## src/rtl/mcr_pkg.sv

```systemverilog
// Purpose: Constants for the code-read DMA control block
// Assumes: APB register access, single clock domain
// Notes: Functional notes follow
// Functional notes
// - Set timeout flag when a guest code write lasts over 64 clocks.
// - Writing one clears timeout flag; a simultaneous set wins.
// - FIFO empty flag reads one when buffer empty; one after reset.
// - Flush bit discards buffered code; buffer empty after; resets to one.
// - Three-bit device select picks the guest for code writes; resets zero.
// - Three-bit register select picks guest register written; resets zero.
// - Buffer size field encodes 8 KB to 256 KB; resets to 011b.
// - Size codes 110b and 111b act as the 64 KB default.
// - Report step raises interrupt per 8..256 KB transferred; resets 001b.
// - Read enable clear halts transfers, pointer kept; set resumes; resets zero.
// - Enabled and fill below threshold requests a burst; threshold resets 6.
// - Auto wrap clear stops transfers at buffer end; resets zero.
// - Auto wrap set restarts pointer at buffer start, reading cyclically.
// - Reserved control bits read zero and ignore writes.
// - Pointer counts DWORDs from base; writable only while reading disabled.
// - Report status bit sets whenever pointer crosses a step boundary.
// - Base address is DWORD aligned, low two bits fixed zero.
package mcr_pkg;
	localparam logic [11:0] ADDR_BASE = 12'h030;
	localparam logic [11:0] ADDR_CTRL = 12'h034;
	localparam logic [11:0] ADDR_PTR = 12'h038;
	localparam logic [11:0] ADDR_IRQ = 12'h03C;
	localparam int B_TIMEOUT = 30;
	localparam int B_EMPTY = 29;
	localparam int B_FLUSH = 28;
	localparam int B_DEV_LO = 20;
	localparam int B_REG_LO = 16;
	localparam int B_SIZE_LO = 12;
	localparam int B_STEP_LO = 8;
	localparam int B_RDEN = 7;
	localparam int B_THR_LO = 1;
	localparam int B_AUTO = 0;
	localparam int B_REPIRQ = 28;
	localparam logic [31:0] BASE_RST = 32'h0FFF_FFFC;
	localparam logic RST_FLUSH = 1'b1;
	localparam logic [2:0] RST_DEV = 3'h0;
	localparam logic [2:0] RST_REG = 3'h0;
	localparam logic [2:0] RST_SIZE = 3'h3;
	localparam logic [2:0] RST_STEP = 3'h1;
	localparam logic [2:0] RST_THR = 3'h6;
	localparam logic [2:0] SIZE_MAX_CODE = 3'h5;
	localparam logic [16:0] DWORDS_8KB = 17'h00800;
	localparam int TIMEOUT_CYC = 64;
	localparam int GB_MIN_CYC = 4;
	localparam int PTR_W = 17;
endpackage

```

## src/rtl/mcr_fifo_if.sv

```systemverilog
// Purpose: Connection between control logic and code FIFO
// Assumes: Single clock domain
// Notes: Level counts DWORDs held
`timescale 1ns/100ps
interface mcr_fifo_if #(parameter int LVL_W = 4);
	logic push;
	logic [31:0] push_data;
	logic pop;
	logic [31:0] pop_data;
	logic flush;
	logic [LVL_W-1:0] level;
	logic empty;
	logic full;
	modport ctl (output push, push_data, pop, flush, input pop_data, level, empty, full);
	modport mem (input push, push_data, pop, flush, output pop_data, level, empty, full);
endinterface

```

## src/rtl/mcr_code_dma.sv

```systemverilog
// Purpose: Code-read DMA control, APB registers and guest code writer
// Assumes: DMA source streams DWORDs in pointer order on valid/ready
// Notes: Guest wait strobe is asynchronous and synchronised here
//
// Chosen here: the APB slave port.
`timescale 1ns/100ps
module mcr_code_dma #(
	parameter int FIFO_DEPTH = 8,
	parameter int FIFO_AW = 3
) (
	// Clock and reset
	input wire logic i_core_clk,
	input wire logic i_sys_rst,
	// APB slave
	input wire logic i_psel,
	input wire logic i_penable,
	input wire logic i_pwrite,
	input wire logic [11:0] i_paddr,
	input wire logic [31:0] i_pwdata,
	output logic [31:0] o_prdata,
	output logic o_pready,
	output logic o_pslverr,
	// Host memory read stream
	output logic o_dma_burst_req,
	output logic [31:0] o_dma_addr,
	input wire logic i_dma_valid,
	input wire logic [31:0] i_dma_data,
	output logic o_dma_ready,
	// Peripheral local bus code write
	output logic o_gb_cycle,
	output logic [2:0] o_gb_device_sel,
	output logic [2:0] o_gb_reg_sel,
	output logic [31:0] o_gb_data,
	input wire logic i_peripheral_wait_strobe_n,
	// Status levels
	output logic o_report_step_irq,
	output logic o_code_write_timeout
);
	typedef enum logic [0:0] {GB_IDLE, GB_WRITE} mcr_gb_state_type;

	localparam int LVL_W = FIFO_AW + 1;
	localparam logic [6:0] TO_CNT = 7'(mcr_pkg::TIMEOUT_CYC);
	localparam logic [6:0] MIN_CNT = 7'(mcr_pkg::GB_MIN_CYC);

	// Size code to DWORD count, with unsupported codes mapped to default
	function automatic logic [mcr_pkg::PTR_W-1:0] code_dwords(input logic [2:0] c);
		logic [2:0] e;
		e = (c > mcr_pkg::SIZE_MAX_CODE) ? mcr_pkg::RST_SIZE : c;
		code_dwords = mcr_pkg::DWORDS_8KB << e;
	endfunction

	mcr_fifo_if #(.LVL_W(LVL_W)) fif ();

	mcr_code_fifo #(
		.DEPTH(FIFO_DEPTH),
		.AW(FIFO_AW)
	) u_fifo (
		.i_core_clk(i_core_clk),
		.i_sys_rst(i_sys_rst),
		.f(fif.mem)
	);

	// Registers
	logic [31:0] base_r;
	logic timeout_r;
	logic flush_r;
	logic [2:0] dev_r;
	logic [2:0] reg_r;
	logic [2:0] size_r;
	logic [2:0] step_r;
	logic rden_r;
	logic [2:0] thr_r;
	logic auto_r;
	logic repirq_r;
	logic [mcr_pkg::PTR_W-1:0] ptr_r;
	logic [31:0] addr_r;

	// Guest writer state
	mcr_gb_state_type gb_state_r;
	logic [6:0] gb_cnt_r;
	logic [31:0] gb_data_r;
	logic ws_s1_r;
	logic ws_s2_r;
	logic ws_s3_r;
	logic ws_r;

	// APB decode
	logic wr_en;
	logic hit_base;
	logic hit_ctrl;
	logic hit_ptr;
	logic hit_irq;
	logic mapped;

	assign hit_base = (i_paddr == mcr_pkg::ADDR_BASE);
	assign hit_ctrl = (i_paddr == mcr_pkg::ADDR_CTRL);
	assign hit_ptr = (i_paddr == mcr_pkg::ADDR_PTR);
	assign hit_irq = (i_paddr == mcr_pkg::ADDR_IRQ);
	assign mapped = hit_base | hit_ctrl | hit_ptr | hit_irq;
	assign wr_en = i_psel & i_penable & i_pwrite & mapped;
	assign o_pready = 1'b1;
	assign o_pslverr = i_psel & i_penable & ~mapped;

	// DMA stream control
	logic [mcr_pkg::PTR_W-1:0] size_dw;
	logic [mcr_pkg::PTR_W-1:0] step_dw;
	logic [mcr_pkg::PTR_W-1:0] ptr_inc;
	logic in_range;
	logic accept;
	logic below_thr;
	logic step_cross;
	logic to_event;

	assign size_dw = code_dwords(size_r);
	assign step_dw = code_dwords(step_r);
	assign ptr_inc = ptr_r + mcr_pkg::PTR_W'(1);
	assign in_range = auto_r | (ptr_r < size_dw);
	assign below_thr = (fif.level < LVL_W'(thr_r));
	assign o_dma_ready = rden_r & ~flush_r & in_range & ~fif.full;
	assign o_dma_burst_req = rden_r & ~flush_r & in_range & below_thr;
	assign accept = i_dma_valid & o_dma_ready;
	assign step_cross = accept && ((ptr_inc & (step_dw - mcr_pkg::PTR_W'(1))) == '0);

	assign fif.push = accept;
	assign fif.push_data = i_dma_data;
	assign fif.flush = flush_r;

	// Base address
	always_ff @(posedge i_core_clk or posedge i_sys_rst) begin
		if (i_sys_rst) begin
			base_r <= mcr_pkg::BASE_RST;
		end else if (wr_en && hit_base) begin
			base_r <= {i_pwdata[31:2], 2'b00};
		end
	end

	// Control fields
	always_ff @(posedge i_core_clk or posedge i_sys_rst) begin
		if (i_sys_rst) begin
			flush_r <= mcr_pkg::RST_FLUSH;
			dev_r <= mcr_pkg::RST_DEV;
			reg_r <= mcr_pkg::RST_REG;
			size_r <= mcr_pkg::RST_SIZE;
			step_r <= mcr_pkg::RST_STEP;
			rden_r <= 1'b0;
			thr_r <= mcr_pkg::RST_THR;
			auto_r <= 1'b0;
		end else if (wr_en && hit_ctrl) begin
			flush_r <= i_pwdata[mcr_pkg::B_FLUSH];
			dev_r <= i_pwdata[mcr_pkg::B_DEV_LO +: 3];
			reg_r <= i_pwdata[mcr_pkg::B_REG_LO +: 3];
			size_r <= i_pwdata[mcr_pkg::B_SIZE_LO +: 3];
			step_r <= i_pwdata[mcr_pkg::B_STEP_LO +: 3];
			rden_r <= i_pwdata[mcr_pkg::B_RDEN];
			thr_r <= i_pwdata[mcr_pkg::B_THR_LO +: 3];
			auto_r <= i_pwdata[mcr_pkg::B_AUTO];
		end
	end

	// Sticky status flag: a hardware set wins over a host write-one clear
	function automatic logic sticky_next(input logic q, input logic set, input logic clr);
		logic n;
		n = q;
		if (clr) begin
			n = 1'b0;
		end
		if (set) begin
			n = 1'b1;
		end
		return n;
	endfunction

	logic clr_timeout;
	logic clr_repirq;
	logic ptr_wrap;

	assign clr_timeout = wr_en && hit_ctrl && i_pwdata[mcr_pkg::B_TIMEOUT];
	assign clr_repirq = wr_en && hit_irq && i_pwdata[mcr_pkg::B_REPIRQ];
	assign ptr_wrap = auto_r && (ptr_inc >= size_dw);

	// Write timeout flag
	always_ff @(posedge i_core_clk or posedge i_sys_rst) begin
		if (i_sys_rst) begin
			timeout_r <= 1'b0;
		end else begin
			timeout_r <= sticky_next(timeout_r, to_event, clr_timeout);
		end
	end

	// Report step status
	always_ff @(posedge i_core_clk or posedge i_sys_rst) begin
		if (i_sys_rst) begin
			repirq_r <= 1'b0;
		end else begin
			repirq_r <= sticky_next(repirq_r, step_cross, clr_repirq);
		end
	end

	// DWORD pointer
	always_ff @(posedge i_core_clk or posedge i_sys_rst) begin
		if (i_sys_rst) begin
			ptr_r <= '0;
		end else if (accept) begin
			if (ptr_wrap) begin
				ptr_r <= '0;
			end else begin
				ptr_r <= ptr_inc;
			end
		end else if (wr_en && hit_ptr && !rden_r) begin
			ptr_r <= {1'b0, i_pwdata[15:0]};
		end
	end

	// Host address of the next DWORD
	always_ff @(posedge i_core_clk or posedge i_sys_rst) begin
		if (i_sys_rst) begin
			addr_r <= '0;
		end else begin
			addr_r <= base_r + {13'h0000, ptr_r, 2'b00};
		end
	end
	assign o_dma_addr = addr_r;

	// Control register image; reserved bits stay zero
	function automatic logic [31:0] ctrl_image();
		logic [31:0] v;
		v = '0;
		v[mcr_pkg::B_TIMEOUT] = timeout_r;
		v[mcr_pkg::B_EMPTY] = fif.empty;
		v[mcr_pkg::B_FLUSH] = flush_r;
		v[mcr_pkg::B_DEV_LO +: 3] = dev_r;
		v[mcr_pkg::B_REG_LO +: 3] = reg_r;
		v[mcr_pkg::B_SIZE_LO +: 3] = size_r;
		v[mcr_pkg::B_STEP_LO +: 3] = step_r;
		v[mcr_pkg::B_RDEN] = rden_r;
		v[mcr_pkg::B_THR_LO +: 3] = thr_r;
		v[mcr_pkg::B_AUTO] = auto_r;
		return v;
	endfunction

	// Readback word for an address; unmapped addresses read zero
	function automatic logic [31:0] read_word(input logic [11:0] a);
		logic [31:0] v;
		v = '0;
		case (a)
			mcr_pkg::ADDR_BASE: begin
				v = base_r;
			end
			mcr_pkg::ADDR_CTRL: begin
				v = ctrl_image();
			end
			mcr_pkg::ADDR_PTR: begin
				v[15:0] = ptr_r[15:0];
			end
			mcr_pkg::ADDR_IRQ: begin
				v[mcr_pkg::B_REPIRQ] = repirq_r;
			end
			default: begin
				v = '0;
			end
		endcase
		return v;
	endfunction

	// Read data is loaded in the setup cycle and stands through the access
	always_ff @(posedge i_core_clk or posedge i_sys_rst) begin
		if (i_sys_rst) begin
			o_prdata <= '0;
		end else if (i_psel && !i_penable && !i_pwrite) begin
			o_prdata <= read_word(i_paddr);
		end
	end

	// Wait strobe synchroniser chain, idle level high
	always_ff @(posedge i_core_clk or posedge i_sys_rst) begin
		if (i_sys_rst) begin
			ws_s1_r <= 1'b1;
			ws_s2_r <= 1'b1;
			ws_s3_r <= 1'b1;
		end else begin
			ws_s1_r <= i_peripheral_wait_strobe_n;
			ws_s2_r <= ws_s1_r;
			ws_s3_r <= ws_s2_r;
		end
	end

	// A change counts once stages two and three agree
	always_ff @(posedge i_core_clk or posedge i_sys_rst) begin
		if (i_sys_rst) begin
			ws_r <= 1'b1;
		end else if (ws_s2_r == ws_s3_r) begin
			ws_r <= ws_s3_r;
		end
	end

	// Guest code write cycle
	logic gb_start;
	logic gb_done;

	assign gb_start = (gb_state_r == GB_IDLE) && !fif.empty && !flush_r;
	assign gb_done = (gb_cnt_r >= MIN_CNT) && ws_r;
	assign to_event = (gb_state_r == GB_WRITE) && !gb_done && (gb_cnt_r == TO_CNT);
	assign fif.pop = gb_start;

	always_ff @(posedge i_core_clk or posedge i_sys_rst) begin
		if (i_sys_rst) begin
			gb_state_r <= GB_IDLE;
		end else begin
			unique case (gb_state_r)
				GB_IDLE: begin
					if (gb_start) begin
						gb_state_r <= GB_WRITE;
					end
				end
				GB_WRITE: begin
					if (gb_done || to_event) begin
						gb_state_r <= GB_IDLE;
					end
				end
			endcase
		end
	end

	// Cycle length counter, zero while idle
	always_ff @(posedge i_core_clk or posedge i_sys_rst) begin
		if (i_sys_rst) begin
			gb_cnt_r <= '0;
		end else if (gb_state_r == GB_WRITE) begin
			gb_cnt_r <= gb_cnt_r + 7'h01;
		end else begin
			gb_cnt_r <= '0;
		end
	end

	// Code word held for the whole cycle
	always_ff @(posedge i_core_clk or posedge i_sys_rst) begin
		if (i_sys_rst) begin
			gb_data_r <= '0;
		end else if (gb_start) begin
			gb_data_r <= fif.pop_data;
		end
	end

	assign o_gb_cycle = (gb_state_r == GB_WRITE);
	assign o_gb_data = gb_data_r;
	assign o_gb_device_sel = dev_r;
	assign o_gb_reg_sel = reg_r;
	assign o_report_step_irq = repirq_r;
	assign o_code_write_timeout = timeout_r;
endmodule

```

## src/rtl/mcr_code_fifo.sv

```systemverilog
// Purpose: Internal code FIFO of DWORDs
// Assumes: Push only when not full, pop only when not empty
// Notes: Flush holds the FIFO empty
`timescale 1ns/100ps
module mcr_code_fifo #(
	parameter int DEPTH = 8,
	parameter int AW = 3
) (
	// Clock and reset
	input wire logic i_core_clk,
	input wire logic i_sys_rst,
	// Control side
	mcr_fifo_if.mem f
);
	logic [31:0] mem_r [DEPTH];
	logic [AW-1:0] wr_r;
	logic [AW-1:0] rd_r;
	logic [AW:0] cnt_r;

	always_ff @(posedge i_core_clk) begin
		if (f.push && !f.flush) begin
			mem_r[wr_r] <= f.push_data;
		end
	end

	// Flush discards everything held
	always_ff @(posedge i_core_clk or posedge i_sys_rst) begin
		if (i_sys_rst) begin
			wr_r <= '0;
			rd_r <= '0;
			cnt_r <= '0;
		end else if (f.flush) begin
			wr_r <= '0;
			rd_r <= '0;
			cnt_r <= '0;
		end else begin
			if (f.push) begin
				wr_r <= wr_r + AW'(1);
			end
			if (f.pop) begin
				rd_r <= rd_r + AW'(1);
			end
			if (f.push && !f.pop) begin
				cnt_r <= cnt_r + (AW+1)'(1);
			end else if (f.pop && !f.push) begin
				cnt_r <= cnt_r - (AW+1)'(1);
			end
		end
	end

	assign f.pop_data = mem_r[rd_r];
	assign f.level = cnt_r;
	assign f.empty = (cnt_r == '0);
	assign f.full = (cnt_r == (AW+1)'(DEPTH));
endmodule

```

## config.mk

```make
export PLATFORM = sky130hd
export DESIGN_NAME = mcr_code_dma
export DESIGN_NICKNAME = d
export VERILOG_FILES = /design/src/rtl/mcr_pkg.sv /design/src/rtl/mcr_fifo_if.sv /design/src/rtl/mcr_code_dma.sv /design/src/rtl/mcr_code_fifo.sv
export SDC_FILE = /design/constraint.sdc
export NUM_CORES = 1
export LEC_CHECK = 0
export ABC_CLOCK_PERIOD_IN_PS = 9800
export BUFFER_PORTS_ARGS = -buffer_cell sky130_fd_sc_hd__buf_2
export CORE_UTILIZATION = 64
export DETAILED_ROUTE_END_ITERATION = 10
export PLACE_DENSITY = 0.86
export SLEW_MARGIN = 30
export SYNTH_ARGS = -nofsm -noshare
export SYNTH_HDL_FRONTEND = slang
export SYNTH_SLANG_ARGS = --single-unit
```

## constraint.sdc

```tcl
create_clock -name i_core_clk -period 9.8 [get_ports i_core_clk]
set_clock_uncertainty 0.2 [all_clocks]
set_input_delay 1.96 -clock i_core_clk [delete_from_list [all_inputs] [get_ports i_core_clk]]
set_output_delay 1.96 -clock i_core_clk [all_outputs]
set_load 0.005 [all_outputs]
```

=== Yosys cells after proc, flatten, opt, wreduce, memory -nomap -nowiden ===
Memory sizes are Yosys's and may differ from the RTL's. A register that Yosys moved wholly into a read port is not among the register bits.
Index checks and enable logic that the tools add are counted.

* Register bits after elaboration: 153
* Memory bits (writable): 256
* Bits of input ports: 83
* Logic and storage cells: 127
* Memories kept: 1

* Add/subtract/negate cells: 8
* Magnitude comparators: 6
* Equal/unequal tests: 7
* Shift operators: 2
* Multiplexer cells: 26
* Bitwise gates (word level): 18
* Reduce and logical (&&, ||, !) cells: 36

{| class="wikitable"
|+ Memories
! name !! depth !! bits a word !! rd ports !! clocked after Yosys merged registers in !! write ports !! RTL line !! source
|-
| u_fifo.mem_r || 8 || 32 || 1 || 1 || 1 || mcr_code_fifo.sv:15 || <nowiki>logic [31:0] mem_r [DEPTH];</nowiki>
|}

{| class="wikitable"
|+ Operators by type and width
! cell !! count
|-
| $mux 17 || 3
|-
| $eq 12x6->1 const B || 4
|-
| $pmux 16 s3 || 1
|-
| $shl 12x3->17 const A || 2
|-
| $add 32x19->32 || 1
|-
| $pmux 12 s2 || 1
|-
| $logic_and 1x1->1 || 19
|-
| $mux 3 || 6
|-
| $add 17x1->17 const B || 1
|-
| $and 17x17->17 || 1
|-
| $ge 17x17->1 || 1
|-
| $logic_not 17->1 || 1
|-
| $lt 17x17->1 || 1
|-
| $sub 17x1->17 const B || 1
|-
| $mux 4 || 3
|-
| $reduce_bool 2->1 || 5
|-
| $and 1x1->1 || 9
|-
| $logic_not 1->1 || 8
|-
| $mux 1 || 8
|-
| $add 7x1->7 const B || 1
|-
| $eq 7x7->1 const B || 1
|-
| $ge 7x3->1 const B || 1
|-
| $mux 7 || 1
|-
| $add 3x1->3 const B || 2
|-
| other kinds (14) || 21
|}

=== Logic depth before layout (Yosys ltp) ===
Gate-level depths: netlist of run 1.

* Depth after elaboration: 13
* Mapped depth: 14
* Gate-level depth less buffers: 14

=== Hierarchy ===
From an unflattened synthesis of run 1, not the netlist that was laid out.

* Cells, all modules: 1,245
* Area total of the unflattened synthesis: 19,233.4 um^2

{| class="wikitable"
|+ Modules (own cells, without submodules)
! module !! times used !! cells an instance !! area an instance (um^2)
|-
| mcr_code_fifo || 1 || 441 || 10,369.9
|-
| mcr_code_dma || 1 || 804 || 8,863.5
|}

=== Least setup slack after synthesis of run 1 ===
Ideal clock, no wire load.

* Path kind: input-to-reg
* Start point: input i_dma_valid
* End point: memory u_fifo.mem_r[4][0], enable pin
* Library setup time: 0.513 ns
* Arrival time: 6.046 ns
* Slack: 3.041 ns
* Stages: 5
* Path buffers: 1
* Cells stage by stage: inv_1 > a211oi_1 > a21bo_2 > buf_2 > nor4b_1

* Cells in the longest elaborated chain, start to end: 4

{| class="wikitable"
|+ Ends and longest elaborated chain
! what !! RTL line !! source
|-
| start, declared || mcr_code_dma.sv:26 || <nowiki>input wire logic i_dma_valid,</nowiki>
|-
| $and 1x1->1 || mcr_code_dma.sv:121 || <nowiki>assign accept = i_dma_valid & o_dma_ready;</nowiki>
|-
| $logic_and 1x1->1 || mcr_code_fifo.sv:21 || <nowiki>if (f.push && !f.flush) begin</nowiki>
|-
| $mux 1 || mcr_code_fifo.sv:21 ||
|-
| $mux 1 (not written as such) || mcr_code_fifo.sv:22 || <nowiki>mem_r[wr_r] <= f.push_data;</nowiki>
|-
| end, declared || mcr_code_fifo.sv:15 ||
|}

Every way passes these cells.

=== Worst setup path after layout of run 1 ===
* Start point: input i_paddr[7]
* End point: output o_pslverr

* Cells in the longest elaborated chain, start to end: 6
* Elaborated cells on any way between the ends: 9

{| class="wikitable"
|+ Ends and longest elaborated chain
! what !! RTL line !! source
|-
| start, declared || mcr_code_dma.sv:18 || <nowiki>input wire logic [11:0] i_paddr,</nowiki>
|-
| $eq 12x6->1 (on tied branches) || mcr_code_dma.sv:95, mcr_code_dma.sv:96 ||
|-
| $or 1x1->1 (2 in series) || mcr_code_dma.sv:99 || <nowiki>assign mapped = hit_base | hit_ctrl | hit_ptr | hit_irq;</nowiki>
|-
| $or 1x1->1 * || mcr_code_dma.sv:99 ||
|-
| $not 1->1 * || mcr_code_dma.sv:102 || <nowiki>assign o_pslverr = i_psel & i_penable & ~mapped;</nowiki>
|-
| $and 1x1->1 * || mcr_code_dma.sv:102 ||
|-
| end, declared || mcr_code_dma.sv:22 || <nowiki>output logic o_pslverr,</nowiki>
|}

Every way passes the cells marked *; elsewhere a longest branch is shown, timed or not.

==> results of run 1 <==
-- power by group --
part / leakage [nW] / internal, W / switching (W)
Clock: 0.656 / 0.000925 / 0.000684
Combinational: 3.41 / 0.000464 / 0.000517
Sequential: 4.58 / 0.00206 / 0.000112
Total: 8.64 / 0.00345 / 0.00131
-- critical path: cells and delay by family --
| kind | cells | cell delay (ns) |
|---|---|---|
| buf+inv | 2 | 0.23 |
| simple gates | 3 | 0.84 |
-- through the flow --
step | std cells | util
detailed placement | 1808 | 0.705
floorplan | 1279 | -
global route | 1890 | 0.752
global placement | 1807 | 0.704
CTS | 1887 | 0.752
finish | 1891 | 0.752
-- registers in the layout (all words and copies together), names as in the netlist, 3 cells and up --
| register | count |
|---|---|
| step_r | 3 |
| o_gb_reg_sel | 3 |
| u_fifo.rd_r | 3 |
| o_prdata | 32 |
| thr_r | 3 |
| ptr_r | 17 |
| size_r | 3 |
| gb_cnt_r | 7 |
| o_gb_data | 32 |
| u_fifo.wr_r | 3 |
| base_r | 30 |
| u_fifo.f.level | 4 |
| o_gb_device_sel | 3 |
| u_fifo.mem_r | 256 |
| o_dma_addr | 30 |
-- worst max path at each step --
stage | start | to | cells past startpoint
6_report | i_paddr[7] | o_pslverr | 5
3_5_place_dp | i_paddr[7] | o_pslverr | 5
4_1_cts | i_paddr[7] | o_pslverr | 5
3_3_place_gp | i_paddr[7] | o_pslverr | 5
2_1_floorplan | i_sys_rst | auto_r | 1
5_1_grt | size_r[2] | o_dma_ready | 7
-- placed cells by master, fill, tap and decap left out, types with 40 or more instances in the layout --
cell type	instances
sky130_fd_sc_hd__a21oi_1	56
sky130_fd_sc_hd__buf_2	188
sky130_fd_sc_hd__clkbuf_16	43
sky130_fd_sc_hd__dfrtp_1	144
sky130_fd_sc_hd__edfxtp_1	256
sky130_fd_sc_hd__ha_1	40
sky130_fd_sc_hd__mux2_2	41
sky130_fd_sc_hd__mux2i_1	54
sky130_fd_sc_hd__mux4_2	64
sky130_fd_sc_hd__nand2_1	79
sky130_fd_sc_hd__nor2_1	77
sky130_fd_sc_hd__o21ai_0	58
-- cell type report --
type,instances,share of cell area
Timing Repair Buffer,208,0.0509
Clock buffer,57,0.0523
Tap cell,384,0.0221
Inverter,25,0.00466
Antenna cell,4,0.000460
Multi-Input combinational cell,752,0.294
Sequential cell,439,0.566
Clock inverter,22,0.0102
-- kinds of logic after synthesis --
group                    after synthesis  synth area share
AO/OA/AOI/OAI                        215            0.0737
XOR/XNOR                              41            0.0193
adder cells (fa/ha/maj)               43            0.0289
buffers and inverters                 88            0.0203
flip-flops                           439             0.647
multiplexers                         163             0.131
other                                  2          0.000395
AND/OR/NAND/NOR                      287            0.0792
-- cell usage after synthesis, drive strengths merged, types with 3 or more instances --
cell type | n | area, um2
buf | 35 | 184
nand3 | 21 | 120
a31oi | 3 | 18.8
dfrtp | 147 | 3680
nand4 | 9 | 71.3
nand2b | 7 | 46.3
o21ai | 67 | 335
mux4 | 64 | 1440
and3 | 8 | 50.1
nor3 | 19 | 105
mux2 | 45 | 507
nor4 | 16 | 161
and4 | 3 | 26.3
a221o | 6 | 60.1
nor2 | 80 | 303
or3 | 5 | 36.3
a22oi | 14 | 105
a21o | 6 | 45.0
clkbuf | 28 | 108
mux2i | 54 | 541
xor2 | 13 | 114
nand2 | 80 | 303
a211oi | 6 | 57.6
nand3b | 4 | 30.0
or2 | 3 | 18.8
a21boi | 3 | 33.8
ha | 40 | 500
xnor2 | 28 | 253
nor3b | 4 | 30.0
o22ai | 5 | 31.3
and2 | 11 | 68.8
edfxtp | 256 | 7690
nor2b | 6 | 37.5
a22o | 14 | 123
or4 | 3 | 22.5
a2111oi | 3 | 40.0
inv | 25 | 93.8
o21a | 5 | 37.5
dfstp | 36 | 946
nor4b | 4 | 35.0
o31ai | 5 | 37.5
a21oi | 57 | 289
o211ai | 4 | 30.0
-- layer usage --
layer | wire [um] | global-route usage | share of wire | up-vias
met3 | 3630 | 0.0558 | 0.079 | 112
met5 | 8 | 0 | 0.00017 | -
li1 | - | - | - | 5257
met1 | 17200 | 0.392 | 0.38 | 6009
met4 | 1800 | 0.134 | 0.039 | 2
met2 | 23100 | 0.512 | 0.50 | 598
==> reports/metrics.yaml, run 1 <==
initial_utilization: 0.657
wl_um: 45700
worstPathCellList: "buf_2 > nor4_2 > nand3_2 > and3_1 > buf_2"
io_buffer_count: 188
deepest_clock_path_buffer_count: 3
timing.fmax_mhz: 193
post-cts-setup-buffer-count: 0
worst_hold_slack_ns: 0.155
detail-route-antenna-nets: 0
maximum_capacitance_violations: 0
critical_path_required_ns: 7.64
status: "completed"
ff2ff_path_depth: 8
postLayoutSetupSlackWorst_ns: 4.62
finalSetupViolCount: 0
grt_pass1_vias: 12000
start_kind: "input port"
layout.filler_cells: 1706
relSlewSlack: 0.365
die-width_um: 174
std_cell_rows: 62
cts.reportedPaths.clkPinSlew_ns: 0.05
place_congestion: 0.926
min_delay_path_depth: 0
num_vias: 12000
place_hpwl_um: 27800
dpl_ws_ns: 4.60
wl_per_cell_um: 24.2
cts_tree: "built"
crit_path_max_fanout: 7
globalRouteTotalUtil: 0.305
synth_enable_flop_cells: 256
timing.final.max_slew_violations: 0
power.leakage_nw: 8.64
powerDensity_nw_per_um2: 219
synth_top_flop_cell: "sky130_fd_sc_hd__edfxtp_1"
numClockSinks: 439
ys_warn_count: 0
setup-tns-final_ns: 0
synthArstFlopShare: 0.417
critical_path_class: "input port to output port"
shortest_period_the_worst_path_allows_ns: 5.18
max-vdd-ir-drop_mv: 0.198
nNetsFinal: 1594
fraction_of_layout_cells_with_a_size_suffix_above_1: 0.297
cp_slowest_cell: "sky130_fd_sc_hd__nor4_2"
clk_root_buffer_cell: "sky130_fd_sc_hd__clkbuf_16"
htreeDepth: 2
crit_arrival_ns: 3.02
layout.area.seq_um2: 12300
syn2layout_area_growth_pct: 14.5
via_per_inst: 6.33
placeableCoreArea_um2: 28900
multi_input_area_um2: 6390
gate_count_after_technology_mapping: 1278
tritoncts.num_buffers: 43
worst_setup_path_end_kind: "output port"
worstSkewPairLatency_ns: 0.55
hold_path.class: "register to register"
remaining_drc_errors: 0
worstReg2RegStart: "size_r[2]"
library_cells_used_by_synthesis: 85
grt_setup_unrepaired: "false"
die_area_um2: 30400
synth.ff_latch_count: 439
max_slew.worst_pin.slew_ns: 0.947
mappedNetlistArea_um2: 19000
rr_endpoint: "u_fifo.mem_r[3][23]"
synth_area_per_cell_um2: 14.9
finalHoldViolations: 0
hold_end: "ws_s2_r"
cts.repair.resized: 0
worstHoldStart: "ws_s1_r"
dr.pass1.iters: 5
initial_antenna_violation_count: 5
max_stage_delay_ns: 0.34
first_pass_grt_wire_length_um: 69600
die_y_um: 174
register_area_share_after_synthesis: 0.647
fin_crit_sh: 0.529
detailed_place.area_um2: 20400
io_pins: 192
critical_path.most_common_cell: "sky130_fd_sc_hd__buf_2"
grt_start_max_net_pins: 110
finalPower_w: 0.00476
rrSetupSlack_ns: 5.51
gr-total-overflow: 0
cts_hold_buf: 0
postLayoutCellArea_um2: 21800
first_iter_violations: 1131
(Power assumes the default switching activity.)
==> run 2: changes to the inputs <==
Settings changed: ABC_CLOCK_PERIOD_IN_PS 9800 to 5300, CORE_UTILIZATION 64 to 59, PLACE_DENSITY 0.86 to 0.8.
Clock period 9.8 ns to 5.3 ns, I/O delays scaled along.
==> run 2 against run 1 <==
  * Register-to-register slack worse by 4.1 ns
  * Global-route usage is 2.8 points lower
  * Via count is 1.1% lower
  * First-iteration DRC count is 12% lower
  * Power is 87% higher
  * Setup slack worse by 3.6 ns
  * Sequential power is 88% higher
  * Hold slack hardly changed
  * Cell count is 1.2% higher
  * Count of clock-buffer cells in the layout is 5 lower
  * Flip-flop and latch count stayed put
  * Largest cell class unchanged
==> reports/metrics.yaml, run 2 (same netlist as run 1, synthesis figures left out) <==
status: "completed"
via_per_inst: 6.19  # -2.3%
clk_root_buffer_cell: "sky130_fd_sc_hd__clkbuf_16"
std_cell_rows: 65  # +4.8%
worst_setup_path_end_kind: "output port"
setup-tns-final_ns: 0  # unchanged
crit_path_max_fanout: 8  # +1
first_pass_grt_wire_length_um: 69100  # -0.66%
remaining_drc_errors: 0  # unchanged
grt_pass1_vias: 12100  # +0.82%
critical_path_class: "register to output port"
maximum_capacitance_violations: 0  # unchanged
number_of_flip_flops_in_the_largest_register: 256  # unchanged
wl_per_cell_um: 23.5  # -2.8%
place_hpwl_um: 28200  # +1.3%
final_cells: 1913  # +1.2%
globalRouteTotalUtil: 0.277  # -0.0284
initial_antenna_violation_count: 2  # -3
relSlewSlack: 0.411  # +0.0453
final_common_cell: "sky130_fd_sc_hd__edfxtp_1"
die_area_um2: 33000  # +8.4%
min_delay_path_depth: 0  # unchanged
gr-total-overflow: 0  # unchanged
io_pins: 192  # unchanged
timing.final.max_slew_violations: 0  # unchanged
dr.pass1.iters: 5  # unchanged
place_inst: 1831  # +1.3%
io_buffer_count: 188  # unchanged
initial_utilization: 0.601  # -0.0561
finalSetupViolCount: 0  # unchanged
max-vdd-ir-drop_mv: 0.369  # +86%
worstSkewPairLatency_ns: 0.56  # about the same
die-width_um: 182  # +4.1%
regMostFlops: "u_fifo.mem_r"
powerDensity_nw_per_um2: 404  # +85%
cts.reportedPaths.clkPinSlew_ns: 0.06  # about the same
grt_setup_unrepaired: "false"
numClockSinks: 439  # unchanged
deepest_clock_path_buffer_count: 3  # unchanged
placeableCoreArea_um2: 31600  # +9.3%
cts_hold_buf: 0  # unchanged
worstReg2RegStart: "size_r[2]"
detail-route-antenna-nets: 0  # unchanged
final_core_util: 0.696  # -0.0560
cts_tree: "built"
die_y_um: 182  # +4.1%
ff2ff_path_depth: 8  # unchanged
wl_um: 44900  # -1.7%
power.leakage_nw: 8.76  # +1.3%
htreeDepth: 2  # unchanged
crit_arrival_ns: 3.00  # -0.02 ns
hold_path.class: "register to register"
grt_start_max_net_pins: 97  # -12%
rr_endpoint: "u_fifo.mem_r[7][30]"
fraction_of_layout_cells_with_a_size_suffix_above_1: 0.311  # +0.0132
hold_end: "ws_s2_r"
layout.cells.most_common_list: "sky130_fd_sc_hd__edfxtp_1 (256), sky130_fd_sc_hd__buf_2 (188), sky130_fd_sc_hd__dfrtp_1 (144), sky130_fd_sc_hd__nand2_1 (79), sky130_fd_sc_hd__nor2_1 (77)"
num_vias: 11800  # -1.1%
post-cts-setup-buffer-count: 0  # unchanged
cts.repair.resized: 0  # unchanged
shortest_period_the_worst_path_allows_ns: 4.26
finalHoldViolations: 0  # unchanged
finalPower_w: 0.00891  # +87%
nNetsFinal: 1601  # +0.44%
place_congestion: 0.898  # -3.0%
syn2layout_area_growth_pct: 15.8
start_kind: "register"
rrSetupSlack_ns: 1.37  # -4.14 ns
max_slew.worst_pin.slew_ns: 0.882  # -0.0646 ns
tritoncts.num_buffers: 44  # +2.3%
worst_hold_slack_ns: 0.155  # -0.000248 ns
timing.fmax_mhz: 235
critical_path_required_ns: 4.04  # -3.60 ns
fin_crit_sh: 0.804
worstHoldStart: "ws_s1_r"
first_iter_violations: 999  # -12%
run 2: cell types whose count changed in the layout (fill, tap and decap cells not counted), sizes merged:
cell / previous run / this run
bufinv: 4 / 3
diode: 4 / 1
clkinvlp: 1 / 3
clkinv: 17 / 23
clkbuf: 57 / 52
buf: 208 / 214
inv: 25 / 24
run 2: stage by stage:
stage	setup WS, ns	area (um2)
detailed placement	1.38	20500
global route	0.876	22000
CTS	0.999	22000
floorplan	0.146	19000
finish	1.04	22000
global placement	1.56	20500
run 2: cell type report:
| cell class | instances | area (um2) |
|---|---|---|
| Antenna cell | 1 | 2.50 |
| Timing Repair Buffer | 214 | 1220 |
| Multi-Input combinational cell | 752 | 6420 |
| Tap cell | 402 | 503 |
| Sequential cell | 439 | 12300 |
| Clock buffer | 52 | 1180 |
| Inverter | 25 | 97.6 |
| Clock inverter | 28 | 283 |
| Fill cell | 2091 | 9610 |
run 2: critical path, cell delays in order (launching register included):
cell	delay, ns
sky130_fd_sc_hd__dfrtp_1	0.45
sky130_fd_sc_hd__or3b_2	0.49
sky130_fd_sc_hd__ha_1	0.26
sky130_fd_sc_hd__a2111oi_2	0.56
sky130_fd_sc_hd__nor4_4	0.09
sky130_fd_sc_hd__a21oi_1	0.26
sky130_fd_sc_hd__a21boi_0	0.19
sky130_fd_sc_hd__buf_2	0.13
run 2: worst max path at each step:
| stage | end | cells past startpoint | slack [ns] | from |
|---|---|---|---|---|
| 6_report | o_dma_ready | 7 | 1.04 | size_r[2] |
| 5_1_grt | o_dma_ready | 7 | 0.88 | size_r[2] |
| 4_1_cts | o_dma_ready | 7 | 1.0 | size_r[2] |
| 3_5_place_dp | u_fifo.mem_r[7][24] | 8 | 1.38 | size_r[2] |
| 3_3_place_gp | u_fifo.mem_r[7][24] | 8 | 1.56 | size_r[2] |
| 2_1_floorplan | u_fifo.mem_r[5][0] | 7 | 0.15 | size_r[2] |
run 2: per-layer routing:
layer  up-vias  part of all wire  GRT usage
li1       5262                 -          -
met1      5981              0.40      0.370
met3        77             0.069     0.0419
met2       522              0.51      0.472
met4         2             0.021     0.0847
met5         -           0.00033          0
run 2: power breakdown:
group | leakage, nW | switching [W] | total [W] | internal [W]
sequential | 4.58 | 0.000267 | 0.00408 | 0.00381
combinational | 3.46 | 0.000863 | 0.00173 | 0.000868
clock | 0.720 | 0.00134 | 0.00310 | 0.00176
==> run 3: changes to the inputs <==
Settings changed: ABC_CLOCK_PERIOD_IN_PS 5300 to 4300.
Clock period 5.3 ns to 4.3 ns, I/O delays scaled along.
==> run 3 against run 2 <==
  * Sequential share of layout area decreased by 0.33 points
  * Clock power is 32% higher
  * Power increased by 25%
  * First-iteration DRC count is 12% lower
  * Via count is 1.7% lower
  * Combinational power increased by 17%
  * Flip-flop and latch count did not move
  * Non-clock buffer count grew 2
  * Count of clock-buffer cells in the layout rose by 8
  * Critical path depth unchanged
  * Setup slack got worse by 0.83 ns
  * Critical endpoint unchanged
  * Largest power group unchanged
==> reports/metrics.yaml, run 3 (same netlist as run 1, synthesis figures left out) <==
syn2layout_area_growth_pct: 16.5
num_vias: 11600  # -1.7%
std_cell_rows: 65  # unchanged
die-width_um: 182  # unchanged
powerDensity_nw_per_um2: 504  # +25%
setup-tns-final_ns: 0  # unchanged
finalHoldViolations: 0  # unchanged
finalSetupViolCount: 0  # unchanged
relSlewSlack: 0.458  # +0.0470
wl_per_cell_um: 22.2  # -5.6%
cts.reportedPaths.clkPinSlew_ns: 0.06  # about the same
detail-route-antenna-nets: 0  # unchanged
family_of_cells_with_the_greatest_summed_delay_on_the_critical_path: "compound AO/OA/AOI/OAI gates"
worst_setup_path_end_kind: "output port"
postLayoutSetupSlackWorst_ns: 0.204  # -0.832 ns
io_pins: 192  # unchanged
timing.final.max_slew_violations: 0  # unchanged
critical_path_class: "register to output port"
critical_path_required_ns: 3.24  # -0.80 ns
remaining_drc_errors: 0  # unchanged
cts.repair.resized: 0  # unchanged
wl_um: 42500  # -5.4%
maximum_capacitance_violations: 0  # unchanged
fin_crit_sh: 0.953
max_stage_delay_ns: 0.49  # -0.07 ns
shortest_period_the_worst_path_allows_ns: 4.10
dpl_ws_ns: 0.547  # -0.835 ns
cp_slowest_cell: "sky130_fd_sc_hd__or3b_2"
power.leakage_nw: 8.79  # +0.39%
via_per_inst: 6.07  # -1.9%
die_y_um: 182  # unchanged
max-vdd-ir-drop_mv: 0.610  # +65%
place_hpwl_um: 27400  # -3.0%
clk_root_buffer_cell: "sky130_fd_sc_hd__clkbuf_16"
initial_utilization: 0.601  # unchanged
initial_antenna_violation_count: 2  # unchanged
grt_start_max_net_pins: 66  # -32%
cts_hold_buf: 0  # unchanged
regMostFlops: "u_fifo.mem_r"
layout.cells.most_common_list: "sky130_fd_sc_hd__edfxtp_1 (256), sky130_fd_sc_hd__buf_2 (188), sky130_fd_sc_hd__dfrtp_1 (144), sky130_fd_sc_hd__nand2_1 (79), sky130_fd_sc_hd__nor2_1 (77)"
grt_setup_unrepaired: "false"
cts_tree: "built"
final_common_cell: "sky130_fd_sc_hd__edfxtp_1"
htreeDepth: 2  # unchanged
hold_path.class: "input port to async pin"
place_congestion: 0.930  # +3.5%
io_buffer_count: 188  # unchanged
rrSetupSlack_ns: 0.58  # -0.79 ns
post-cts-setup-buffer-count: 0  # unchanged
nNetsFinal: 1603  # +0.12%
cp.buffers_inverters: 1  # unchanged
layout.filler_cells: 2082  # -0.43%
gr-total-overflow: 0  # unchanged
grt_pass1_vias: 11900  # -1.7%
first_iter_violations: 876  # -12%
first_pass_grt_wire_length_um: 66900  # -3.2%
worstSkewPairLatency_ns: 0.57  # about the same
deepest_clock_path_buffer_count: 3  # unchanged
dr.pass1.iters: 5  # unchanged
worst_hold_slack_ns: 0.0969  # -0.0580 ns
status: "completed"
timing.fmax_mhz: 244
worstReg2RegStart: "size_r[2]"
fraction_of_layout_cells_with_a_size_suffix_above_1: 0.311  # about the same
max_slew.worst_pin.slew_ns: 0.813  # -0.0687 ns
crit_arrival_ns: 3.04  # +0.04 ns
numClockSinks: 439  # unchanged
crit_path_max_fanout: 8  # unchanged
globalRouteTotalUtil: 0.265  # -0.0116
placeableCoreArea_um2: 31600  # unchanged
tritoncts.num_buffers: 44  # unchanged
die_area_um2: 33000  # unchanged
number_of_flip_flops_in_the_largest_register: 256  # unchanged
rr_endpoint: "u_fifo.f.level[3]"
worstPathCellList: "or3b_2 > ha_1 > a2111oi_2 > o21ai_1 > a21oi_1 > a21boi_0 > buf_2"
start_kind: "register"
ff2ff_path_depth: 13  # +5
[run 3: layout make-up]
cell class              count  area [um2]  share of cell area
clock inverters            20         338              0.0152
flip-flops and latches    439       12300               0.556
diodes                      3        7.51            0.000339
inverters                  25        97.6             0.00441
clock buffers              60        1220              0.0551
well taps                 402         503              0.0227
repair buffers            216        1230              0.0554
multi-input cells         752        6440               0.291
[run 3: power by group]
group / switching [W] / internal [W] / total (W)
clock network: 0.00165 / 0.00244 / 0.00408
registers: 0.000374 / 0.00469 / 0.00507
logic: 0.000959 / 0.00106 / 0.00202
[run 3: through the flow]
stage	util	instances	power, W	area (um2)
after floorplan	-	1279	0.00650	19100
after global placement	0.650	1833	0.00709	20600
after detailed placement	0.651	1834	0.00717	20600
after CTS	0.700	1914	0.0113	22100
after global routing	0.700	1914	0.0116	22100
final	0.700	1917	0.0112	22200
[run 3: worst max-delay path by stage]
| stage | start | endpoint | slack (ns) | cells past startpoint |
|---|---|---|---|---|
| finish | size_r[2] | o_dma_ready | 0.20 | 7 |
| global route | size_r[2] | o_dma_ready | 0.06 | 7 |
| CTS | size_r[2] | o_dma_ready | 0.16 | 7 |
| detailed placement | size_r[2] | u_fifo.f.level[3] | 0.55 | 13 |
| global placement | size_r[2] | u_fifo.f.level[3] | 0.64 | 13 |
| floorplan | size_r[2] | u_fifo.mem_r[4][0] | -0.33 | 7 |
[run 3: per-layer routing]
| layer | routed length (um) | track usage | up-vias |
|---|---|---|---|
| li1 | - | - | 5268 |
| met1 | 17400 | 0.362 | 5818 |
| met2 | 21200 | 0.448 | 490 |
| met3 | 3150 | 0.0433 | 65 |
| met4 | 735 | 0.0685 | 2 |
| met5 | 13 | 0 | - |
